### src/hdl/vipc_regs.svh
// Register map and field constants of the vectored interrupt controller.
// Assumes inclusion by bare name from design files.
`ifndef VIPC_REGS_SVH
`define VIPC_REGS_SVH
`define VIPC_NUM_SRC        23
`define VIPC_NUM_PRIO_REGS  6
`define VIPC_OFS_FLAG0      8'h00
`define VIPC_OFS_ENABLE0    8'h04
`define VIPC_OFS_PRIO_BASE  8'h10
`define VIPC_OFS_VECTOR     8'h30
`define VIPC_OFS_STATUS     8'h34
`define VIPC_OFS_MASK       8'h38
`define VIPC_OFS_VSPACE     8'h3C
`define VIPC_PRIO_MASK      32'h1F1F1F1F
`define VIPC_PERSIST_MASK   23'h730000
`define VIPC_RESET_VALUE    32'h00000000
`define VIPC_VSPACE_RESET   16'h0020
`define VIPC_GRP_PRIO_LSB   2
`define VIPC_GRP_SUB_LSB    0
`define VIPC_GRP_STRIDE     8
`endif

### src/hdl/vipc_pkg.sv
// Types shared by the vectored interrupt controller files.
// Assumes vipc_regs.svh constants.
package vipc_pkg;
  // Decoded request of one source
  typedef struct packed {
    logic [2:0] prio;
    logic [1:0] sub;
    logic [4:0] vec;
  } vipc_req_t;
  // Status register event bits
  typedef enum logic [1:0] {
    VIPC_EV_NEW  = 2'b00,
    VIPC_EV_LOST = 2'b01
  } vipc_ev_t;
  typedef enum logic [1:0] {
    VIPC_S_IDLE = 2'b00,
    VIPC_S_READ = 2'b01
  } vipc_bus_state_t;
endpackage : vipc_pkg

### src/hdl/vipc_top.sv
// Vectored interrupt controller: flags, enables, priorities, vector output.
// Assumes sources and the core run on core_clk; Avalon-MM slave for registers.
//
// Summary of operation
// - Vector entry equals programmable spacing register times number
// - Sources 0..22 use flag/enable bit n
// - Core timer 0, software 1-2, pins 3-7
// - Four groups per priority register, v/4
// - Sources 16,17,20,21,22 are persistent
// - Priority field 1..7, zero disables source
// - Subpriority field 0..3 orders equal priority
// - Unused priority bits read zero, ignore writes
`timescale 1ns/1ns
`include "vipc_regs.svh"
module vipc_top
  import vipc_pkg::*;
#(
  parameter int NSRC = `VIPC_NUM_SRC,
  parameter int NREG = `VIPC_NUM_PRIO_REGS
) (
  // Clock and reset
  input  wire logic             core_clk,
  input  wire logic             rst,
  // Avalon-MM slave
  input  wire logic [7:0]       avs_address,
  input  wire logic             avs_read,
  input  wire logic             avs_write,
  input  wire logic [31:0]      avs_writedata,
  input  wire logic [3:0]       avs_byteenable,
  output logic [31:0]           avs_readdata,
  output logic                  avs_waitrequest,
  output logic [1:0]            avs_response,
  // Interrupt sources: pulse events and persistent levels
  input  wire logic [NSRC-1:0]  src_event,
  // Core side
  output logic                  irq_req_r,
  output logic [4:0]            irq_vector_r,
  output logic [2:0]            irq_level_r,
  output logic [31:0]           irq_entry_r,
  output logic                  irq_out_r
);
  // Refuse counts that the decode cannot serve
  if (NSRC < 1 || NSRC > 32 || NREG * 4 < NSRC) begin : g_bad_cfg
    $error("vipc_top: unsupported source or register count");
  end

  ////////////////////////////////////////////////////////////////////////////
  // Register state
  logic [NSRC-1:0]  flag_r;
  logic [NSRC-1:0]  enable_r;
  logic [15:0]      vspace_r;
  logic [1:0]       status_r;
  logic [1:0]       mask_r;
  logic [NREG*32-1:0] prio_flat;
  logic [31:0]      prio_rdata;
  vipc_bus_state_t  bus_st_r;
  logic [31:0]      rd_mux_r;
  logic             rd_prio_r;

  // Address decode
  function automatic logic hit(input logic [7:0] a, input logic [7:0] ofs);
    return a == ofs;
  endfunction : hit
  wire logic [7:0] prio_ofs  = avs_address - `VIPC_OFS_PRIO_BASE;
  wire logic       is_prio   = avs_address >= `VIPC_OFS_PRIO_BASE &&
                               prio_ofs < 8'(NREG * 4) && avs_address[1:0] == 2'b00;
  wire logic       wr_go     = avs_write && bus_st_r == VIPC_S_IDLE;
  wire logic       rd_go     = avs_read && bus_st_r == VIPC_S_IDLE;
  wire logic [31:0] be_mask  = {{8{avs_byteenable[3]}}, {8{avs_byteenable[2]}},
                                {8{avs_byteenable[1]}}, {8{avs_byteenable[0]}}};
  wire logic [31:0] wd       = avs_writedata & be_mask;
  wire logic       mapped    = is_prio || hit(avs_address, `VIPC_OFS_FLAG0) ||
                               hit(avs_address, `VIPC_OFS_ENABLE0) ||
                               hit(avs_address, `VIPC_OFS_VECTOR) ||
                               hit(avs_address, `VIPC_OFS_STATUS) ||
                               hit(avs_address, `VIPC_OFS_MASK) ||
                               hit(avs_address, `VIPC_OFS_VSPACE);

  ////////////////////////////////////////////////////////////////////////////
  // Priority register bank
  vipc_prio_mem #(.NREG(NREG)) u_prio (
    .core_clk (core_clk),
    .rst      (rst),
    .wr_en    (wr_go && is_prio),
    .addr     (prio_ofs[$clog2(NREG)+1:2]),
    .wdata    (avs_writedata),
    .be       (avs_byteenable),
    .rdata_r  (prio_rdata),
    .flat     (prio_flat)
  );

  ////////////////////////////////////////////////////////////////////////////
  // Per-source decode of priority and subpriority
  logic [NSRC*5-1:0] levels;
  wire logic [NSRC-1:0] persist = NSRC'(`VIPC_PERSIST_MASK);
  logic [NSRC-1:0] active;
  genvar s;
  generate
    for (s = 0; s < NSRC; s++) begin : g_src
      wire logic [31:0] pr  = prio_flat[(s/4)*32 +: 32];
      wire logic [2:0]  pl  = pr[(s%4)*`VIPC_GRP_STRIDE + `VIPC_GRP_PRIO_LSB +: 3];
      wire logic [1:0]  sl  = pr[(s%4)*`VIPC_GRP_STRIDE + `VIPC_GRP_SUB_LSB +: 2];
      assign levels[s*5 +: 5] = {pl, sl};
      assign active[s] = flag_r[s] && enable_r[s] && pl != 3'b000;
    end
  endgenerate

  vipc_req_t win;
  logic      win_valid;
  vipc_arbiter #(.NSRC(NSRC)) u_arb (
    .active    (active),
    .levels    (levels),
    .win       (win),
    .win_valid (win_valid)
  );

  ////////////////////////////////////////////////////////////////////////////
  // Flag register: events set, write-one clears, set wins over clear
  wire logic [NSRC-1:0] flag_clr = (wr_go && hit(avs_address, `VIPC_OFS_FLAG0)) ?
                                   wd[NSRC-1:0] : '0;
  // Previous event level, idle low like the source lines
  logic [NSRC-1:0] src_prev_r;
  // Persistent sources set on level, the others on a rising edge only
  wire logic [NSRC-1:0] flag_set = src_event & (persist | ~src_prev_r);
  // Persistent sources re-set every cycle their condition is held
  wire logic [NSRC-1:0] flag_nxt = (flag_r & ~flag_clr) | flag_set;
  always_ff @(posedge core_clk or posedge rst) begin
    if (rst) begin
      flag_r     <= '0;
      src_prev_r <= '0;
    end else begin
      flag_r     <= flag_nxt;
      src_prev_r <= src_event;
    end
  end

  // Enable register and vector spacing
  always_ff @(posedge core_clk or posedge rst) begin
    if (rst) begin
      enable_r <= '0;
      vspace_r <= `VIPC_VSPACE_RESET;
    end else if (wr_go) begin
      if (hit(avs_address, `VIPC_OFS_ENABLE0)) begin
        enable_r <= (enable_r & ~be_mask[NSRC-1:0]) | wd[NSRC-1:0];
      end
      if (hit(avs_address, `VIPC_OFS_VSPACE)) begin
        vspace_r <= (vspace_r & ~be_mask[15:0]) | wd[15:0];
      end
    end
  end

  ////////////////////////////////////////////////////////////////////////////
  // Interrupt status: new winner and winner replaced by a different vector
  wire logic       new_req  = win_valid && !irq_req_r;
  wire logic       preempt  = win_valid && irq_req_r && win.vec != irq_vector_r;
  wire logic [1:0] ev_set   = {preempt, new_req};
  wire logic [1:0] st_clr   = (wr_go && hit(avs_address, `VIPC_OFS_STATUS)) ? wd[1:0] : 2'b00;
  wire logic [1:0] status_nxt = (status_r & ~st_clr) | ev_set;
  always_ff @(posedge core_clk or posedge rst) begin
    if (rst) begin
      status_r <= 2'b00;
      mask_r   <= 2'b00;
      irq_out_r <= 1'b0;
    end else begin
      status_r <= status_nxt;
      if (wr_go && hit(avs_address, `VIPC_OFS_MASK)) begin
        mask_r <= wd[1:0];
      end
      irq_out_r <= |(status_nxt & mask_r);
    end
  end

  ////////////////////////////////////////////////////////////////////////////
  // Core request outputs, vector spacing from the writable spacing register
  wire logic [31:0] entry = 32'(vspace_r) * 32'(win.vec);
  always_ff @(posedge core_clk or posedge rst) begin
    if (rst) begin
      irq_req_r    <= 1'b0;
      irq_vector_r <= 5'h00;
      irq_level_r  <= 3'h0;
      irq_entry_r  <= 32'h00000000;
    end else begin
      irq_req_r    <= win_valid;
      irq_vector_r <= win_valid ? win.vec : 5'h00;
      irq_level_r  <= win_valid ? win.prio : 3'h0;
      irq_entry_r  <= win_valid ? entry : 32'h00000000;
    end
  end

  ////////////////////////////////////////////////////////////////////////////
  // Bus answer: writes done in one cycle, reads take two
  wire logic [31:0] rd_mux =
    hit(avs_address, `VIPC_OFS_FLAG0)   ? 32'(flag_r) :
    hit(avs_address, `VIPC_OFS_ENABLE0) ? 32'(enable_r) :
    hit(avs_address, `VIPC_OFS_VECTOR)  ? {24'h0, irq_req_r, 2'b00, irq_vector_r} :
    hit(avs_address, `VIPC_OFS_STATUS)  ? {30'h0, status_r} :
    hit(avs_address, `VIPC_OFS_MASK)    ? {30'h0, mask_r} :
    hit(avs_address, `VIPC_OFS_VSPACE)  ? {16'h0, vspace_r} : 32'h00000000;
  always_ff @(posedge core_clk or posedge rst) begin
    if (rst) begin
      bus_st_r     <= VIPC_S_IDLE;
      rd_mux_r     <= 32'h0;
      rd_prio_r    <= 1'b0;
      avs_response <= 2'b00;
    end else begin
      unique case (bus_st_r)
        VIPC_S_IDLE: begin
          if (rd_go) begin
            bus_st_r     <= VIPC_S_READ;
            rd_mux_r     <= rd_mux;
            rd_prio_r    <= is_prio;
            avs_response <= mapped ? 2'b00 : 2'b10;
          end
        end
        VIPC_S_READ: begin
          bus_st_r <= VIPC_S_IDLE;
        end
        default: bus_st_r <= VIPC_S_IDLE;
      endcase
    end
  end
  always_comb begin
    avs_waitrequest = avs_read && bus_st_r == VIPC_S_IDLE;
    avs_readdata    = rd_prio_r ? prio_rdata : rd_mux_r;
  end

  ////////////////////////////////////////////////////////////////////////////
  // Checks
  a_zero_prio_idle: assert property (@(posedge core_clk) disable iff (rst)
    irq_req_r |-> irq_level_r != 3'h0) else $error("request at level zero");
  a_flag_set_wins: assert property (@(posedge core_clk) disable iff (rst)
    $rose(src_event[0]) |=> flag_r[0]) else $error("event lost");
  a_persist_hold: assert property (@(posedge core_clk) disable iff (rst)
    src_event[16] [*2] |-> flag_r[16]) else $error("persistent flag dropped");
  a_entry_spacing: assert property (@(posedge core_clk) disable iff (rst)
    irq_req_r |-> irq_entry_r == 32'($past(vspace_r)) * 32'(irq_vector_r))
    else $error("entry not spacing times vector");
  a_prio_unused: assert property (@(posedge core_clk) disable iff (rst)
    (prio_flat[31:0] & ~`VIPC_PRIO_MASK) == 32'h0) else $error("unused bits stored");
  a_win_enabled: assert property (@(posedge core_clk) disable iff (rst)
    irq_req_r |-> 1'($past(active) >> irq_vector_r))
    else $error("winner not pending and enabled");
  a_win_highest: assert property (@(posedge core_clk) disable iff (rst)
    win_valid && active[0] |-> win.prio >= levels[4:2]) else $error("lower priority won");
  a_sub_order: assert property (@(posedge core_clk) disable iff (rst)
    win_valid && active[1] && levels[9:7] == win.prio |-> win.sub >= levels[6:5])
    else $error("lower subpriority won");
  a_read_answer: assert property (@(posedge core_clk) disable iff (rst)
    rd_go |=> !avs_waitrequest) else $error("read not answered in two cycles");
  c_request: cover property (@(posedge core_clk) disable iff (rst) $rose(irq_req_r));
  c_preempt: cover property (@(posedge core_clk) disable iff (rst) preempt);
  c_irq_out: cover property (@(posedge core_clk) disable iff (rst) $rose(irq_out_r));
  c_persist_clr: cover property (@(posedge core_clk) disable iff (rst)
    flag_clr[16] && src_event[16]);
endmodule : vipc_top

### src/hdl/vipc_arbiter.sv
// Priority arbiter: picks the highest request among all sources.
// Assumes inputs come from the same clock domain.
`timescale 1ns/1ns
`include "vipc_regs.svh"
module vipc_arbiter
  import vipc_pkg::*;
#(
  parameter int NSRC = `VIPC_NUM_SRC
) (
  // Per-source requests
  input  wire logic [NSRC-1:0]    active,
  input  wire logic [NSRC*5-1:0]  levels,
  // Winner
  output vipc_req_t               win,
  output logic                    win_valid
);
  vipc_req_t cand [NSRC+1];
  logic      vld  [NSRC+1];
  // Vector field is five bits wide
  if (NSRC < 1 || NSRC > 32) begin : g_bad_cfg
    $error("vipc_arbiter: unsupported source count");
  end
  assign cand[0] = '0;
  assign vld[0]  = 1'b0;
  // Linear scan; strict greater keeps lower vector on full ties
  genvar g;
  generate
    for (g = 0; g < NSRC; g++) begin : g_scan
      wire logic [4:0] lv = levels[g*5 +: 5];
      wire logic beats = active[g] &&
        (!vld[g] || lv > {cand[g].prio, cand[g].sub});
      assign cand[g+1] = beats ?
        vipc_req_t'{prio: lv[4:2], sub: lv[1:0], vec: 5'(g)} : cand[g];
      assign vld[g+1]  = vld[g] | beats;
    end
  endgenerate
  assign win       = cand[NSRC];
  assign win_valid = vld[NSRC];
endmodule : vipc_arbiter

### src/hdl/vipc_prio_mem.sv
// Priority-control register bank with registered read data.
// Assumes single clock and asynchronous active-high reset.
`timescale 1ns/1ns
`include "vipc_regs.svh"
module vipc_prio_mem #(
  parameter int NREG = `VIPC_NUM_PRIO_REGS
) (
  // Clock and reset
  input  wire logic                    core_clk,
  input  wire logic                    rst,
  // Write and read port
  input  wire logic                    wr_en,
  input  wire logic [$clog2(NREG)-1:0] addr,
  input  wire logic [31:0]             wdata,
  input  wire logic [3:0]              be,
  output logic [31:0]                  rdata_r,
  // All registers flat for decoding
  output logic [NREG*32-1:0]           flat
);
  logic [31:0] mem_r [NREG];
  // Address port needs at least one bit
  if (NREG < 2) begin : g_bad_cfg
    $error("vipc_prio_mem: unsupported register count");
  end
  genvar i;
  generate
    for (i = 0; i < NREG; i++) begin : g_reg
      assign flat[i*32 +: 32] = mem_r[i];
      // Unused bits never store, so they read zero
      always_ff @(posedge core_clk or posedge rst) begin
        if (rst) begin
          mem_r[i] <= `VIPC_RESET_VALUE;
        end else if (wr_en && addr == i) begin
          for (int b = 0; b < 4; b++) begin
            if (be[b]) begin
              mem_r[i][b*8 +: 8] <= wdata[b*8 +: 8] & 8'h1F;
            end
          end
        end
      end
    end
  endgenerate
  // Registered read
  always_ff @(posedge core_clk or posedge rst) begin
    if (rst) begin
      rdata_r <= 32'h0;
    end else begin
      rdata_r <= (addr < NREG) ? mem_r[addr] : 32'h0;
    end
  end
endmodule : vipc_prio_mem

### config.mk
export PLATFORM = sky130hd
export DESIGN_NAME = vipc_top
export DESIGN_NICKNAME = d
export VERILOG_FILES = /design/src/hdl/vipc_pkg.sv /design/src/hdl/vipc_top.sv /design/src/hdl/vipc_arbiter.sv /design/src/hdl/vipc_prio_mem.sv
export VERILOG_INCLUDE_DIRS = /design/src /design/src/hdl
export SDC_FILE = /design/constraint.sdc
export NUM_CORES = 1
export LEC_CHECK = 0
export BUFFER_PORTS_ARGS = -buffer_cell sky130_fd_sc_hd__buf_4
export CAP_MARGIN = 15
export CORE_MARGIN = 4
export CORE_UTILIZATION = 35
export CTS_CLUSTER_DIAMETER = 40
export CTS_CLUSTER_SIZE = 25
export DETAILED_ROUTE_END_ITERATION = 8
export PLACE_DENSITY = 0.62
export REMOVE_ABC_BUFFERS = 1
export SLEW_MARGIN = 40
export SYNTH_ARGS = -nofsm -noshare
export SYNTH_HDL_FRONTEND = slang
export SYNTH_SLANG_ARGS = --single-unit
### constraint.sdc
create_clock -name core_clk -period 50.8 [get_ports core_clk]
set_input_delay 5.08 -clock core_clk [delete_from_list [all_inputs] [get_ports core_clk]]
set_output_delay 5.08 -clock core_clk [all_outputs]
set_load 0.05 [all_outputs]
==> impl_metrics.tcl <==
set metrics [dict create \
    p_clk_share_pct 49.4 \
    synth-seq-cells 281 \
    r2r_setup_slack_ps 3980 \
    dieArea_mm2 0.06138 \
    mostFrequentLayoutCells "280 x dfrtp_1, 209 x mux2_2, 207 x nand2_1" \
    syn_to_final_growth_pct 16.34 \
    swShare_pct 27.04 \
    place_congestion 0.9129 \
    p_sw_mw 0.1570 \
    crit_type "flip-flop to flip-flop" \
    ff_latch_area_mm2 0.007033 \
    drive_gt1_share_pct 23.59 \
    r2r-end "irq_entry_r[19]" \
    fin_tns_setup_ps 0 \
    wire_per_inst_um 21.55 \
    clkTransAtPathRegs_ps 60 \
    cpMostUsedCell "ha_1" \
    firstDrtPassIters 5 \
    pin_count 148 \
    seq_power_share_pct 40.6 \
    status "complete, no violations" \
    synth_top_flop_cell "dfrtp_1" \
    layout_commonest_cell "dfrtp_1" \
    htreeDepth 2 \
    drc_errors 0 \
    drt-initial-drc-count 1037 \
    intPower_mw 0.4235 \
    ant_nets 0 \
    vias 16337 \
    rows 87 \
    min_to "flag_r[1]" \
    cts_sinks 281 \
    die_h_um 247.8 \
    finClkSkew_ps 16.84 \
    min_from "src_prev_r[1]" \
    synth.avg_cell_area_um2 9.790 \
    rsz0062_at_grt "false" \
    ys_warn_count 0 \
    cts_tree "done" \
    clockBufferDepth 3 \
    cts-buffers-inserted 40 \
    slew_headroom_pct 44.56 \
    port_buffers 127 \
    dp_hpwl_um 49820 \
    multi_input_area_mm2 0.01207 \
    leakage_nw 10.99 \
    cp_max_fo 18 \
    diodes 0 \
    p_comb_share_pct 9.9 \
    routed_wl_um 64140 \
    grt_pass1_vias 16327 \
    synth_edf_count 0 \
    core_mm2 0.05660 \
    grt_max_degree 112 \
    setup_ws_ps 3984 \
    timing.rr.start "u_prio.flat[4]" \
    place_ws_ps 2624 \
    grt.total_usage_pct 20.58 \
    cp_data_arrival_time_ps 47240 \
    irDropWorstVdd_mv 0.02063 \
    cts_hold_buffers 0 \
    whs_path_depth 1 \
    gr-total-overflow 0 \
    maxSlewViolCount 0 \
    synth_cell_type_count 109 \
    viasPerCell 5.488 \
    fin_nets 2431 \
    nFillCells 5555 \
    start_util_pct 35.54 \
    slowest_delay_ps 610 \
    start_kind "flip-flop" \
    maxCapViolCount 0 \
    power_density_mw_per_mm2 24.80 \
    worst_skew_pair.late_latency_ps 540 \
    grt_first_pass_wirelength_um 97190 \
    clockRootBuffer "clkbuf_16" \
    tightest_slew_ps 825.3 \
    crit_slowest_cell "or4b_2" \
    antenna_found_initial 2 \
    cp.required_ps 51220 \
    synthesis.area_mm2 0.02012 \
    synth-seq-area-share_pct 34.96 \
    die_w_um 247.8 \
    hold_violations 0 \
    fin_crit_sh_pct 92.16 \
    async_flop_share_pct 100.0 \
    min_period_ps 46820 \
    maxClockFrequency_mhz 21.36 \
    setup_viol_count_final 0 \
    hp-class "flip-flop to flip-flop" \
    reg2regPathDepth 231 \
    syn_inst 2055 \
    endpoint_kind "flip-flop" \
]
critical path: cells and delay by family (launching register included):
kind                     cells  cell delay, ps
flip-flops                   1             460
multiplexers                15            4990
adder cells (fa/ha/maj)     28            8780
XOR/XNOR                     1             200
AND/OR/NAND/NOR             61            9640
buffers and inverters       23            1860
AO/OA/AOI/OAI              103           20640
synthesized netlist by cell type (all sizes together), types with 37 or more instances:
cell type / number / area (µm²)
nand3: 48 / 240.2
mux2: 212 / 2395
nor2: 119 / 449.2
ha: 128 / 1602
nor2b: 77 / 481.7
clkbuf: 52 / 195.2
dfrtp: 280 / 7007
a21oi: 90 / 473.0
fa: 42 / 840.8
nand2: 208 / 783.3
and2: 37 / 234.0
mux2i: 48 / 504.2
inv: 200 / 750.7
o21ai: 106 / 541.8
what timing repair did:
action	4_1_cts	5_1_grt
setup buffers	0	11
hold endpoints to repair	0	0
resized for setup	0	6
setup endpoints to repair	0	13
per-layer routing:
| metal | up-vias | global-route usage (%) | part of all wire [%] |
|---|---|---|---|
| met2 | 478 | 33.76 | 46 |
| met3 | 123 | 3.987 | 6.3 |
| met1 | 8183 | 27.03 | 43 |
| met5 | - | 0 | 0.033 |
| li1 | 7549 | - | - |
| met4 | 4 | 7.748 | 4.0 |
flip-flops by register name (all words and copies together) (netlist names), 3 cells and up:
register        cells
irq_level_r         3
irq_entry_r        21
u_prio.rdata_r     20
enable_r           23
flag_r             23
irq_vector_r        5
src_prev_r         18
u_prio.flat       120
rd_mux_r           23
vspace_r           16
how the worst max path moves through the flow:
stage / depth (start not counted) / startpoint / slack [ps] / end
after detailed placement: 233 / u_prio.flat[4] / 2620 / irq_entry_r[19]
after global placement: 234 / u_prio.flat[4] / 3040 / irq_entry_r[19]
final: 231 / u_prio.flat[4] / 3980 / irq_entry_r[19]
after CTS: 233 / u_prio.flat[4] / 2450 / irq_entry_r[19]
after floorplan: 228 / u_prio.flat[4] / 8260 / irq_entry_r[19]
after global routing: 236 / u_prio.flat[4] / 190 / irq_entry_r[20]
cells by family (layout without fill, tap and decap cells):
kind of cell | Yosys count | count (layout) | synth area share, %
AOI/OAI and AO/OA | 420 | 420 | 14.69
xor gates and xnor gates | 27 | 27 | 1.175
adders and majority gates | 172 | 172 | 12.24
buffers and inverters | 281 | 432 | 5.641
DFF | 281 | 281 | 34.96
muxes | 282 | 282 | 16.87
other | 1 | 16 | 0.01864
and+or+nand+nor | 591 | 591 | 14.41
cell type report:
type	instances	share of cell area, %
clock inverter	28	1.336
tap	756	4.041
sequential	281	30.05
inverter	200	3.261
timing repair buffer	159	5.238
multi-input combinational	1508	51.54
clock buffer	45	4.533
per-stage QoR:
step	util [%]	hold slack, ps	power (mW)	std cells	cell area [µm²]
final	41.35	417.0	0.5805	2977	23410
after global routing	41.35	436.9	0.6019	2977	23410
after CTS	41.15	404.9	0.5868	2966	23290
after detailed placement	38.72	410.6	0.2975	2893	21920
after global placement	38.63	404.1	0.2959	2892	21870
after floorplan	-	399.6	0.2717	1989	19790
power groups by stage:
stage               logic [mW]  clock network [mW]  registers [mW]
floorplan               0.0338                   0           0.238
global placement        0.0565                   0           0.239
detailed placement      0.0577                   0           0.240
CTS                     0.0579               0.293           0.236
global route            0.0628               0.303           0.236
finish                  0.0576               0.287           0.236
Note: power is estimated with default switching activity, not from simulation.
